### config.mk
export PLATFORM = sky130hd
export DESIGN_NAME = cfao_exec
export DESIGN_NICKNAME = d
export VERILOG_FILES = /design/src/cfao_pkg.sv /design/src/cfao_areg_mem.sv /design/src/cfao_exec.sv
export SDC_FILE = /design/constraint.sdc
export NUM_CORES = 2
export LEC_CHECK = 0
export BUFFER_PORTS_ARGS = -buffer_cell sky130_fd_sc_hd__buf_2
export CORE_MARGIN = 3
export CORE_UTILIZATION = 47
export CTS_BUF_LIST = sky130_fd_sc_hd__clkbuf_8 sky130_fd_sc_hd__clkbuf_16
export DETAILED_ROUTE_END_ITERATION = 16
export PLACE_DENSITY = 0.66
export SETUP_SLACK_MARGIN = 0.3
export SYNTH_ARGS = -nofsm -noshare
export SYNTH_HDL_FRONTEND = slang
export SYNTH_SLANG_ARGS = --single-unit
### constraint.sdc
create_clock -name core_clk -period 7.3 [get_ports core_clk]
set_input_delay 0 -clock core_clk [delete_from_list [all_inputs] [get_ports core_clk]]
set_output_delay 0 -clock core_clk [all_outputs]
set_load 0.005 [all_outputs]
### src/cfao_pkg.sv
// Purpose: shared constants and carriers for the control-flow and address instruction unit
// Assumes: 16-bit operation words, 32-bit addresses, eight address registers
// Notes: address register 7 is the stack pointer
package cfao_pkg;

  // ----------------------------------------------------------------
  // operation word patterns
  // ----------------------------------------------------------------
  localparam logic [9:0] OP_CALL_HI = 10'h13a; // bits 15..6 of call_subroutine
  localparam logic [9:0] OP_JUMP_HI = 10'h13b; // bits 15..6 of jump_to_target
  localparam logic [3:0] OP_LEA_TOP = 4'h4;    // bits 15..12 of load_effective_address
  localparam logic [2:0] OP_LEA_LOW = 3'h7;    // bits 8..6 of load_effective_address
  localparam logic [12:0] OP_LINKW_HI = 13'h09ca; // bits 15..3, word frame_allocate
  localparam logic [12:0] OP_LINKL_HI = 13'h0901; // bits 15..3, long frame_allocate

  // ----------------------------------------------------------------
  // addressing mode codes
  // ----------------------------------------------------------------
  localparam logic [2:0] MODE_IND = 3'h2;
  localparam logic [2:0] MODE_D16 = 3'h5;
  localparam logic [2:0] MODE_IDX = 3'h6;
  localparam logic [2:0] MODE_EXT = 3'h7;
  localparam logic [2:0] SUB_ABSW = 3'h0;
  localparam logic [2:0] SUB_ABSL = 3'h1;
  localparam logic [2:0] SUB_PCD16 = 3'h2;
  localparam logic [2:0] SUB_PCIDX = 3'h3;

  // ----------------------------------------------------------------
  // fixed figures
  // ----------------------------------------------------------------
  localparam logic [2:0] SP_INDEX = 3'h7;
  localparam logic [31:0] PUSH_BYTES = 32'h0000_0004;
  localparam logic [31:0] WORD_BYTES = 32'h0000_0002;
  localparam logic [31:0] RESET_WORD = 32'h0000_0000;

  // ----------------------------------------------------------------
  // carriers
  // ----------------------------------------------------------------
  typedef enum logic [1:0] {K_JUMP, K_CALL, K_LEA, K_LINK} cfao_kind_t;

  typedef struct packed {
    logic        is_areg;  // index from address registers
    logic [2:0]  reg_num;
    logic        is_long;
    logic [1:0]  scale;
    logic        full_fmt; // full extension format, not handled here
    logic [7:0]  disp8;
  } cfao_brief_t;

  typedef struct packed {
    logic        en;
    logic [2:0]  idx;
    logic [31:0] data;
  } cfao_regwr_t;

endpackage : cfao_pkg

### src/cfao_areg_mem.sv
// Purpose: address register bank with one registered read port and one write port
// Assumes: write and read in one cycle to one entry return the old value
// Notes: entry 7 is the stack pointer
`timescale 1ns/1ps
module cfao_areg_mem #(
  parameter int DEPTH = 8,
  parameter int WIDTH = 32
) (
  // clock and reset
  input wire logic core_clk,
  input wire logic rst,
  // read port
  input wire logic [$clog2(DEPTH)-1:0] rd_idx,
  output logic [WIDTH-1:0] rd_data,
  // write port
  input wire logic wr_en,
  input wire logic [$clog2(DEPTH)-1:0] wr_idx,
  input wire logic [WIDTH-1:0] wr_data
);
  import cfao_pkg::*;

  logic [WIDTH-1:0] mem_reg [DEPTH];

  // storage cells, cleared at reset
  genvar g;
  generate
    for (g = 0; g < DEPTH; g++)
    begin : g_cell
      always_ff @(posedge core_clk)
      begin
        if (rst)
          mem_reg[g] <= WIDTH'(RESET_WORD);
        else if (wr_en && wr_idx == ($clog2(DEPTH))'(g))
          mem_reg[g] <= wr_data;
      end
    end
  endgenerate

  // registered read data
  always_ff @(posedge core_clk)
  begin
    if (rst)
      rd_data <= WIDTH'(RESET_WORD);
    else
      rd_data <= mem_reg[rd_idx];
  end

endmodule : cfao_areg_mem

### src/cfao_exec.sv
// Purpose: decode and execute jump_to_target, call_subroutine, load_effective_address, frame_allocate
// Assumes: extension words are served by a request/valid handshake, the stack write by request/acknowledge
// Notes: only the brief index extension is handled; full format raises illegal
`timescale 1ns/1ps

// Contract
// - jump_to_target loads the effective address into the program_counter.
// - only control addressing modes are legal for the three addressing instructions.
// - modes 010, 101, 110 are indirect, displacement and indexed on address_reg.
// - mode 111 subfields 000..011: absolute short, long, pc displacement, pc indexed.
// - call_subroutine pushes the next instruction address at stack_pointer minus 4.
// - after the push, call_subroutine loads the target into the program_counter.
// - load_effective_address writes the address itself, all 32 bits.
// - load_effective_address register field picks the destination address_reg.
// - frame_allocate pushes address_reg, makes it the frame pointer, adds displacement.
// - word frame_allocate sign-extends its one extension word.
// - long frame_allocate takes high word first, then low word.
// - displacement is signed two's complement added to the stack_pointer.
// - frame_allocate register field picks the saved frame pointer register.
module cfao_exec (
  // clock and reset
  input wire logic core_clk,
  input wire logic rst,
  // operation word from the core
  input wire logic op_valid,
  input wire logic [15:0] op_word,
  input wire logic [31:0] op_pc,
  output logic op_ready,
  // extension word fetch
  output logic ext_req,
  output logic [31:0] ext_addr,
  input wire logic ext_valid,
  input wire logic [15:0] ext_data,
  // stack long-word write
  output logic mem_wr_req,
  output logic [31:0] mem_addr,
  output logic [31:0] mem_wdata,
  input wire logic mem_wr_ack,
  // data registers for indexing
  input wire logic [7:0][31:0] data_regs,
  // results toward the core
  output logic pc_load,
  output logic [31:0] pc_value,
  output cfao_pkg::cfao_regwr_t areg_wr,
  output logic cc_write,
  output logic done,
  output logic illegal
);
  import cfao_pkg::*;

  typedef enum {S_IDLE, S_EXT, S_RBASE, S_RIDX, S_RSP, S_CALC, S_PUSH, S_WR1, S_WR2} cfao_state_t;

  cfao_state_t state_reg, state_next;
  cfao_kind_t kind_reg;
  logic [15:0] op_reg;
  logic [31:0] pcx_reg, base_reg, idx_reg, sp_reg, ea_reg, disp_reg;
  logic [15:0] ext0_reg, ext1_reg;
  logic [1:0] got_reg, need_reg;
  logic pushed_reg;
  logic [31:0] rd_data;

  // ----------------------------------------------------------------
  // operation word decode
  // ----------------------------------------------------------------
  wire is_call = op_word[15:6] == OP_CALL_HI;
  wire is_jump = op_word[15:6] == OP_JUMP_HI;
  wire is_lea = op_word[15:12] == OP_LEA_TOP && op_word[8:6] == OP_LEA_LOW;
  wire is_linkw = op_word[15:3] == OP_LINKW_HI;
  wire is_linkl = op_word[15:3] == OP_LINKL_HI;
  wire is_link = is_linkw || is_linkl;
  wire [2:0] in_mode = op_word[5:3];
  wire [2:0] in_sub = op_word[2:0];
  // control modes only; register and auto-update forms are refused
  function automatic logic ctrl_mode(input logic [2:0] m, input logic [2:0] r);
    ctrl_mode = m == MODE_IND || m == MODE_D16 || m == MODE_IDX || (m == MODE_EXT && r <= SUB_PCIDX);
  endfunction : ctrl_mode
  // number of extension words a control mode carries
  function automatic logic [1:0] ext_words(input logic [2:0] m, input logic [2:0] r);
    if (m == MODE_IND)
      ext_words = 2'd0;
    else if (m == MODE_EXT && r == SUB_ABSL)
      ext_words = 2'd2;
    else
      ext_words = 2'd1;
  endfunction : ext_words
  wire known = is_call || is_jump || is_lea || is_link;
  wire legal = is_link || ((is_call || is_jump || is_lea) && ctrl_mode(in_mode, in_sub));
  wire accept = state_reg == S_IDLE && op_valid && op_ready; // no second take in the cycle after a refusal
  wire [1:0] in_need = is_link ? (is_linkl ? 2'd2 : 2'd1) : ext_words(in_mode, in_sub);
  wire cfao_kind_t in_kind = is_link ? K_LINK : is_lea ? K_LEA : is_call ? K_CALL : K_JUMP;

  // ----------------------------------------------------------------
  // effective address arithmetic
  // ----------------------------------------------------------------
  wire [2:0] mode = op_reg[5:3];
  wire [2:0] sub = op_reg[2:0];
  wire cfao_brief_t brief = ext0_reg;
  wire [31:0] sx0 = {{16{ext0_reg[15]}}, ext0_reg};
  wire [31:0] sx8 = {{24{brief.disp8[7]}}, brief.disp8};
  wire [31:0] pc_ext = pcx_reg; // address of first extension word
  wire [31:0] idx_raw = brief.is_areg ? idx_reg : data_regs[brief.reg_num];
  wire [31:0] idx_sz = brief.is_long ? idx_raw : {{16{idx_raw[15]}}, idx_raw[15:0]};
  wire [31:0] idx_val = idx_sz << brief.scale;
  wire uses_idx = mode == MODE_IDX || (mode == MODE_EXT && sub == SUB_PCIDX);
  wire bad_ext = kind_reg != K_LINK && uses_idx && brief.full_fmt;
  wire [31:0] ret_addr = pcx_reg + {29'h0, need_reg, 1'b0}; // next instruction
  wire [31:0] sp_dec = sp_reg - PUSH_BYTES;
  wire [31:0] link_disp = kind_reg == K_LINK && need_reg == 2'd2 ? {ext0_reg, ext1_reg} : sx0;
  // address register and mode selection
  logic [31:0] ea_calc;
  always_comb
  begin
    ea_calc = base_reg;
    case (mode)
      MODE_IND: ea_calc = base_reg;
      MODE_D16: ea_calc = base_reg + sx0;
      MODE_IDX: ea_calc = base_reg + sx8 + idx_val;
      MODE_EXT:
        case (sub)
          SUB_ABSW: ea_calc = sx0;
          SUB_ABSL: ea_calc = {ext0_reg, ext1_reg};
          SUB_PCD16: ea_calc = pc_ext + sx0;
          default: ea_calc = pc_ext + sx8 + idx_val;
        endcase
      default: ea_calc = base_reg;
    endcase
  end

  // ----------------------------------------------------------------
  // register bank reads and writes
  // ----------------------------------------------------------------
  wire [2:0] rd_idx = state_reg == S_RBASE ? (kind_reg == K_LINK ? op_reg[2:0] : sub) :
                      state_reg == S_RIDX ? brief.reg_num : SP_INDEX;
  wire wr_en = (state_reg == S_WR1) || (state_reg == S_WR2) || (state_reg == S_CALC && !bad_ext && kind_reg == K_LEA);
  wire [2:0] wr_idx = state_reg == S_CALC ? op_reg[11:9] : state_reg == S_WR1 ? op_reg[2:0] : SP_INDEX;
  wire [31:0] wr_data = state_reg == S_CALC ? ea_calc :
                        state_reg == S_WR1 ? (kind_reg == K_LINK ? sp_dec : ea_reg) :
                        kind_reg == K_LINK ? sp_dec + disp_reg : sp_dec;
  cfao_areg_mem #(.DEPTH(8), .WIDTH(32)) u_areg (
    .core_clk(core_clk),
    .rst(rst),
    .rd_idx(rd_idx),
    .rd_data(rd_data),
    .wr_en(wr_en),
    .wr_idx(wr_idx),
    .wr_data(wr_data)
  );
  // ----------------------------------------------------------------
  // sequencer
  // ----------------------------------------------------------------
  wire ext_take = ext_req && ext_valid;
  always_comb
  begin
    state_next = state_reg;
    case (state_reg)
      S_IDLE:
        if (accept && known && legal)
          state_next = in_need == 2'd0 ? S_RBASE : S_EXT;
      S_EXT:
        if (ext_take && got_reg + 2'd1 == need_reg)
          state_next = S_RBASE;
      S_RBASE: state_next = S_RIDX;
      S_RIDX: state_next = S_RSP;
      S_RSP: state_next = S_CALC;
      S_CALC:
        if (bad_ext)
          state_next = S_IDLE;
        else if (kind_reg == K_JUMP || kind_reg == K_LEA)
          state_next = S_IDLE;
        else
          state_next = S_PUSH;
      S_PUSH:
        if (mem_wr_ack)
          state_next = kind_reg == K_LINK ? S_WR1 : S_WR2;
      S_WR1: state_next = S_WR2;
      S_WR2: state_next = S_IDLE;
      default: state_next = S_IDLE;
    endcase
  end
  // state and working registers
  always_ff @(posedge core_clk)
  begin
    if (rst)
    begin
      state_reg <= S_IDLE;
      kind_reg <= K_JUMP;
      op_reg <= 16'h0000;
      pcx_reg <= RESET_WORD;
      need_reg <= 2'd0;
    end
    else
    begin
      state_reg <= state_next;
      if (accept)
      begin
        kind_reg <= in_kind;
        op_reg <= op_word;
        pcx_reg <= op_pc + WORD_BYTES;
        need_reg <= in_need;
      end
    end
  end
  // extension word capture, high-order word arrives first
  always_ff @(posedge core_clk)
  begin
    if (rst)
    begin
      got_reg <= 2'd0;
      ext0_reg <= 16'h0000;
      ext1_reg <= 16'h0000;
      ext_req <= 1'b0;
      ext_addr <= RESET_WORD;
    end
    else if (accept)
    begin
      got_reg <= 2'd0;
      ext_req <= known && legal && in_need != 2'd0;
      ext_addr <= op_pc + WORD_BYTES;
    end
    else if (ext_take)
    begin
      got_reg <= got_reg + 2'd1;
      if (got_reg == 2'd0)
        ext0_reg <= ext_data;
      else
        ext1_reg <= ext_data;
      ext_addr <= ext_addr + WORD_BYTES;
      ext_req <= got_reg + 2'd1 != need_reg;
    end
  end
  // operand capture from the register bank
  always_ff @(posedge core_clk)
  begin
    if (rst)
    begin
      base_reg <= RESET_WORD;
      idx_reg <= RESET_WORD;
      sp_reg <= RESET_WORD;
      ea_reg <= RESET_WORD;
      disp_reg <= RESET_WORD;
    end
    else
    begin
      if (state_reg == S_RIDX)
        base_reg <= rd_data;
      if (state_reg == S_RSP)
        idx_reg <= rd_data;
      if (state_reg == S_CALC)
      begin
        sp_reg <= rd_data;
        ea_reg <= ea_calc;
        disp_reg <= link_disp;
      end
    end
  end

  // ----------------------------------------------------------------
  // outputs, all from flip-flops
  // ----------------------------------------------------------------
  wire jump_fin = state_reg == S_CALC && !bad_ext && kind_reg == K_JUMP;
  wire call_fin = state_reg == S_WR2 && kind_reg == K_CALL;
  always_ff @(posedge core_clk)
  begin
    if (rst)
    begin
      op_ready <= 1'b0;
      mem_wr_req <= 1'b0;
      mem_addr <= RESET_WORD;
      mem_wdata <= RESET_WORD;
      pc_load <= 1'b0;
      pc_value <= RESET_WORD;
      areg_wr <= '0;
      cc_write <= 1'b0;
      done <= 1'b0;
      illegal <= 1'b0;
      pushed_reg <= 1'b0;
    end
    else
    begin
      op_ready <= state_next == S_IDLE && !accept;
      if (state_reg == S_CALC && state_next == S_PUSH)
      begin
        mem_wr_req <= 1'b1;
        mem_addr <= rd_data - PUSH_BYTES;
        mem_wdata <= kind_reg == K_LINK ? base_reg : ret_addr;
      end
      else if (mem_wr_ack)
        mem_wr_req <= 1'b0;
      pushed_reg <= state_reg == S_PUSH && mem_wr_ack ? 1'b1 : accept ? 1'b0 : pushed_reg;
      pc_load <= jump_fin || call_fin;
      if (jump_fin)
        pc_value <= ea_calc;
      else if (call_fin)
        pc_value <= ea_reg;
      areg_wr <= '{en: wr_en, idx: wr_idx, data: wr_data};
      cc_write <= 1'b0;
      done <= (state_reg == S_CALC && !bad_ext && state_next == S_IDLE) || state_reg == S_WR2;
      illegal <= (accept && !(known && legal)) || (state_reg == S_CALC && bad_ext);
    end
  end
endmodule : cfao_exec

## Word level (Yosys, flattened, before mapping)

Memory sizes are Yosys's and may differ from the RTL's. A register that Yosys moved wholly into a read port is not among the register bits.
Index checks and enable logic that the tools add are counted.

- Bitwise gates (word level): 10
- Equality and inequality tests: 45
- Order comparisons: 2
- Reductions and logical operators: 66
- Add/sub/neg operators: 13
- Shifts and indexed selects: 1
- Mux-type cells: 73

Operators with widths:

| cell | number |
|---|---|
| $mux W32 | 23 |
| $pmux W32 S8 | 1 |
| $add A32 B32 Y32 | 7 |
| $eq A32 B3 Y1 const B | 6 |
| $pmux W32 S3 | 2 |
| $eq A32 B4 Y1 const B | 4 |
| $bmux W32 S3 | 1 |
| $logic_not A32 Y1 | 3 |
| $add A32 B2 Y32 const B | 2 |
| $eq A32 B2 Y1 const B | 2 |
| $sub A32 B3 Y32 const B | 2 |
| $eq A3 B3 Y1 const B | 11 |
| $logic_and A1 B1 Y1 | 33 |
| $add A32 B3 Y32 | 1 |
| $eq A32 B1 Y1 const B | 1 |
| $eq A32 B5 Y1 const B | 1 |
| $shl A32 B2 Y32 | 1 |
| $mux W1 | 31 |
| $mux W31 | 1 |
| $eq A13 B12 Y1 const B | 2 |
| $eq A10 B9 Y1 const B | 2 |
| $mux W3 | 6 |
| $eq A3 B2 Y1 const B | 5 |
| $logic_or A1 B1 Y1 | 15 |
| 20 further kinds | 47 |

- Bits in registers: 444
- Memories: 1
- Logic and storage cells: 237
- Output and inout bits: 171
- Memory bits (writable): 256

Memories:

| memory | words | width | rd ports | clocked after Yosys merged registers in | write ports | line | RTL |
|---|---|---|---|---|---|---|---|
| u_areg.mem_reg | 8 | 32 | 1 | 1 | 8 | cfao_areg_mem.sv:22 | `logic [WIDTH-1:0] mem_reg [DEPTH];` |

## Depth between registers and ports, before layout

- Word-level depth: 14
- Gate-level depth with buffers: 24
- Mapped depth without buffers: 20

## By module

A second synthesis with hierarchy kept.

- Cell total of the unflattened synthesis: 4,895
- Area, all modules: 44,989.4 um^2

Modules (own cells, without submodules):

| module | sequential area each (um^2) | instances | area an instance (um^2) | cells an instance |
|---|---|---|---|---|
| cfao_exec | 8,828.5 | 1 | 32,806.5 | 4,153 |
| cfao_areg_mem | 8,328.0 | 1 | 12,182.9 | 742 |

## Worst setup path after synthesis

Ideal clock, no wire load.

- Path type: flip-flop to flip-flop
- Start point: register ext0_reg[12] (netlist: brief[12])
- End point: memory u_areg.mem_reg[7][24] (data pin)
- Cell stages (with the launch flop): 23
- Library setup time: 0.290 ns
- Path buffers: 4
- Path slack: 0.905 ns
- Period minus slack after synthesis: 6.395 ns
- Arrival: 6.105 ns
- Cell sequence: dfxtp_1 > buf_2 > buf_2 > buf_1 > buf_2 > mux4_2 > nand2_1 > a21oi_1 > a21oi_1 > mux2i_1 > mux2_2 > fa_1 > ha_1 > a21o_1 > a21o_1 > a2111oi_0 > or3_1 > a21boi_0 > a21oi_1 > mux2i_1 > o221ai_1 > o31ai_1 > a21oi_1

RTL lines:

| element | line | RTL |
|---|---|---|
| from (decl) | cfao_exec.sv:57 | `logic [15:0] ext0_reg, ext1_reg;` |
| from (signal assigned) | cfao_exec.sv:224 | `ext0_reg <= ext_data;` |
| to (decl) | cfao_areg_mem.sv:22 |  |

==> impl_results.md <==
* Highest achievable clock rate at 0.1502 GHz
* Final sum of negative setup slack at 0 ns
* Final weighted congestion of routability-driven global placement at 1.070
* Bufs on Longest Clock Path at 3
* Height of the chip at 316.7 µm
* Met2 wirelength from detailed routing at 84.47 mm
* Initial Util at 47.61%
* Multiplexer area fraction after synthesis at 5.278%
* Capturing element type of the critical path: flip-flop
* Slowest CP cell: sky130_fd_sc_hd__a211oi_2
* Detailed Routing Iterations Pass 1 at 6
* Setup-failing EPs final at 0
* Area share of xor/xnor cells in the synthesized design at 4.374%
* # nets final at 6391
* Unrepaired setup endpoints after global routing: false
* Drt drc at 0
* Initial antenna violation count at 12
* Post-route met1 wirelength at 76.45 mm
* Die Span X at 316.7 µm
* Cell family contributing the most delay on the critical path: compound AO/OA/AOI/OAI gates
* Simple-gate share of the synthesized area at 21.51%
* WP data arrival at 7.05 ns
* Class of the tightest hold or removal check: input port to flip-flop
* First-iteration detailed-routing DRC count at 5113
* Total global routing overflow at 0
* Root Buffer: sky130_fd_sc_hd__clkbuf_16
* Share of async-settable or async-resettable flops after synthesis at 0%
* Insertion delay of the later-clocked pin in the worst-skew pair at 0.69 ns
* Most frequent cells in the layout: sky130_fd_sc_hd__nand2_1 (858), sky130_fd_sc_hd__a21oi_1 (567), sky130_fd_sc_hd__nor2_1 (550), sky130_fd_sc_hd__buf_2 (493), sky130_fd_sc_hd__dfxtp_1 (466)
* Number of max-capacitance violations reported at 0
* Sequential fraction of the synthesis area at 37.81%
* Placed standard-cell area at 0.04941 mm²
* Gate count of the mapped netlist at 5382
* First-pass GRT wire length at 279.4 mm
* Core Region at 0.09529 mm²
* Register area at 0.01718 mm²
* Critical path required time at 7.69 ns
* Ratio of routed vias to standard cells at 6.222
* Largest net degree at the start of global routing at 154
* Register clock-pin slew on the reported worst setup and hold paths at 0.06 ns
* Half-perimeter wire length after detailed placement at 142.6 mm
* Die Area at 0.1003 mm²
* Yosys cell types at 89
* Count of synthesis-stage warnings from yosys at 0
* Syn Std Cell Area at 0.04537 mm²
* Via count of the first global-routing pass at 42210
* Clock tree from TritonCTS: yes
* Overall track demand over capacity in global routing at 37.67%
* Most common cell after layout, fill and taps aside: sky130_fd_sc_hd__nand2_1
* H-tree depth at 3
* Row cnt at 113
* Register bit count reported by yosys at 729
* Maximum fanout along the worst path at 17
* Final Hold Violating Endpoints at 0
* Worst max-slew margin expressed relative to the limit at 5.910%
* Dominant combinational cell family by area after synthesis: simple AND/OR/NAND/NOR gates
* CTS sink cnt at 729
* Worst setup path startpoint: brief[12]
* Max reg flops at 256
* Number of fill cells at 8819
* Count of input and output buffers at 494
* Compound-Gate Fraction of Synth Area at 19.83%
* Count of pins over their slew limit at 0
* Via total after detailed routing at 44610
* Count of antenna-violating nets left after detailed routing at 0
* Final routed wire length divided by cell count at 27.00 µm
* Most numerous cell on the critical path: sky130_fd_sc_hd__a21oi_1
* Footprint of the multi-input gates at 0.02677 mm²
* Total wire length at 193.6 mm
* Critical setup path kind: flip-flop to flip-flop
* Shortest clock period the worst path allows after layout at 6.658 ns
* Top metal layer carrying routed signals: met5
* Count of flip-flops with a built-in enable after synthesis at 256
* Adder-cell area share of the yosys netlist at 7.413%
* Worst hold path startpoint: op_valid
* Share of the clock period used by the worst path at 91.20%
* Synthesis-to-layout area growth at 16.52%
* Number of placed I/O pins at 496
* Utilization after layout at 55.47%
* Final cell area excluding filler cells at 0.05286 mm²
* Result of the run: completed
* CP cell instances: buf_12 -> mux4_2 -> nand2_1 -> a21oi_1 -> a21oi_1 -> mux2i_1 -> mux2_2 -> fa_1 -> ha_1 -> a21o_1 -> a21o_1 -> a2111oi_0 -> or3_1 -> a21boi_0 -> buf_4 -> a21oi_1 -> xor2_1 -> o221ai_1 -> a211oi_2 -> nor3_1
* Fraction of layout cells with a size suffix above 1 at 15.66%
* Sum of buffers and inverters on the critical path at 2
* Power Density at 168.6 mW/mm²
* Slew of the pin with the lowest slew margin at 1.411 ns
* Pleak at 21.25 nW
* Prevailing post-synth register cell: sky130_fd_sc_hd__dfxtp_1
* Number of buffers inserted during clock tree synthesis at 79
* Startpoint of the lowest-slack register-to-register path: brief[12]
* Peak supply drop at 161.5 µV
* Metal3 WL at 19.14 mm
* Mapped Avg Cell Area at 8.430 µm²
* Worst setup SP type: flip-flop
* Worst-case clock skew at 0.04041 ns
* Peak per-stage delay on the critical path at 0.92 ns
tightest hold or removal path, delay by kind of cell:
family | cells | cell delay [ns]
AOI/OAI and AO/OA | 1 | 0.05
and+or+nand+nor | 3 | 0.50
buffers and inverters | 1 | 0.14
timing repair:
item	in CTS	in global routing
buffers inserted	0	1
pin swaps	0	1
gates resized for setup	1	2
endpoints found under the hold margin	172	0
setup endpoints to repair	8	46
hold buffers	81	0
final timing paths:
check	end	slack [ns]	cells after the start
max	u_areg.mem_reg[1][20]	0.64	20
min	op_reg[1]	0.08	5
max reg2reg	u_areg.mem_reg[1][20]	0.64	20
min reg2reg	idx_reg[29]	0.46	2
cell usage after synthesis (all sizes together), types with 113 or more instances:
| master | instances | share of area (%) |
|---|---|---|
| a211oi | 130 | 2.2 |
| o21ai | 156 | 1.7 |
| nand3 | 278 | 3.1 |
| edfxtp | 256 | 17 |
| nand2 | 860 | 7.1 |
| xnor2 | 113 | 2.2 |
| dfxtp | 473 | 21 |
| ha | 160 | 4.4 |
| clkbuf | 328 | 2.7 |
| nor3 | 139 | 1.5 |
| nor2 | 554 | 4.6 |
| a21oi | 569 | 6.3 |
final cells by class:
class | count | share of cell area (%)
Antenna cell | 6 | 0.02840
Clock buffer | 89 | 4.021
Clock inverter | 53 | 0.8805
Inverter | 83 | 0.5893
Multi-Input combinational cell | 4230 | 50.64
Sequential cell | 729 | 32.49
Tap cell | 1265 | 2.994
Timing Repair Buffer | 715 | 8.360
where the power goes:
group | internal [mW] | switching (mW)
registers | 4.27 | 0.0439
clock network | 2.25 | 1.79
logic | 0.226 | 0.329
cell families after synthesis:
| group | after synthesis |
|---|---|
| multiplexers | 161 |
| adder cells (fa/ha/maj) | 228 |
| buffers and inverters | 451 |
| AO/OA/AOI/OAI | 1404 |
| other | 1 |
| XOR/XNOR | 225 |
| flip-flops | 729 |
| AND/OR/NAND/NOR | 2183 |
routing by layer:
metal	global-route usage, %	vias up
li1	-	20340
met1	49.21	21420
met2	57.83	2414
met3	7.214	428
met4	23.09	12
met5	0	-
through the flow:
step / cells / power [mW] / worst slack [ns] / hold slack [ns]
finish: 7170 / 8.910 / 0.6424 / 0.07705
global route: 7167 / 9.128 / 0.3177 / 0.07657
CTS: 7163 / 8.924 / 0.5496 / 0.02133
detailed placement: 6940 / 4.912 / 0.2559 / 0.2659
global placement: 6940 / 4.909 / 0.3755 / 0.2607
floorplan: 5410 / 4.638 / 0.9048 / 0.1360
(Power assumes the default switching activity.)
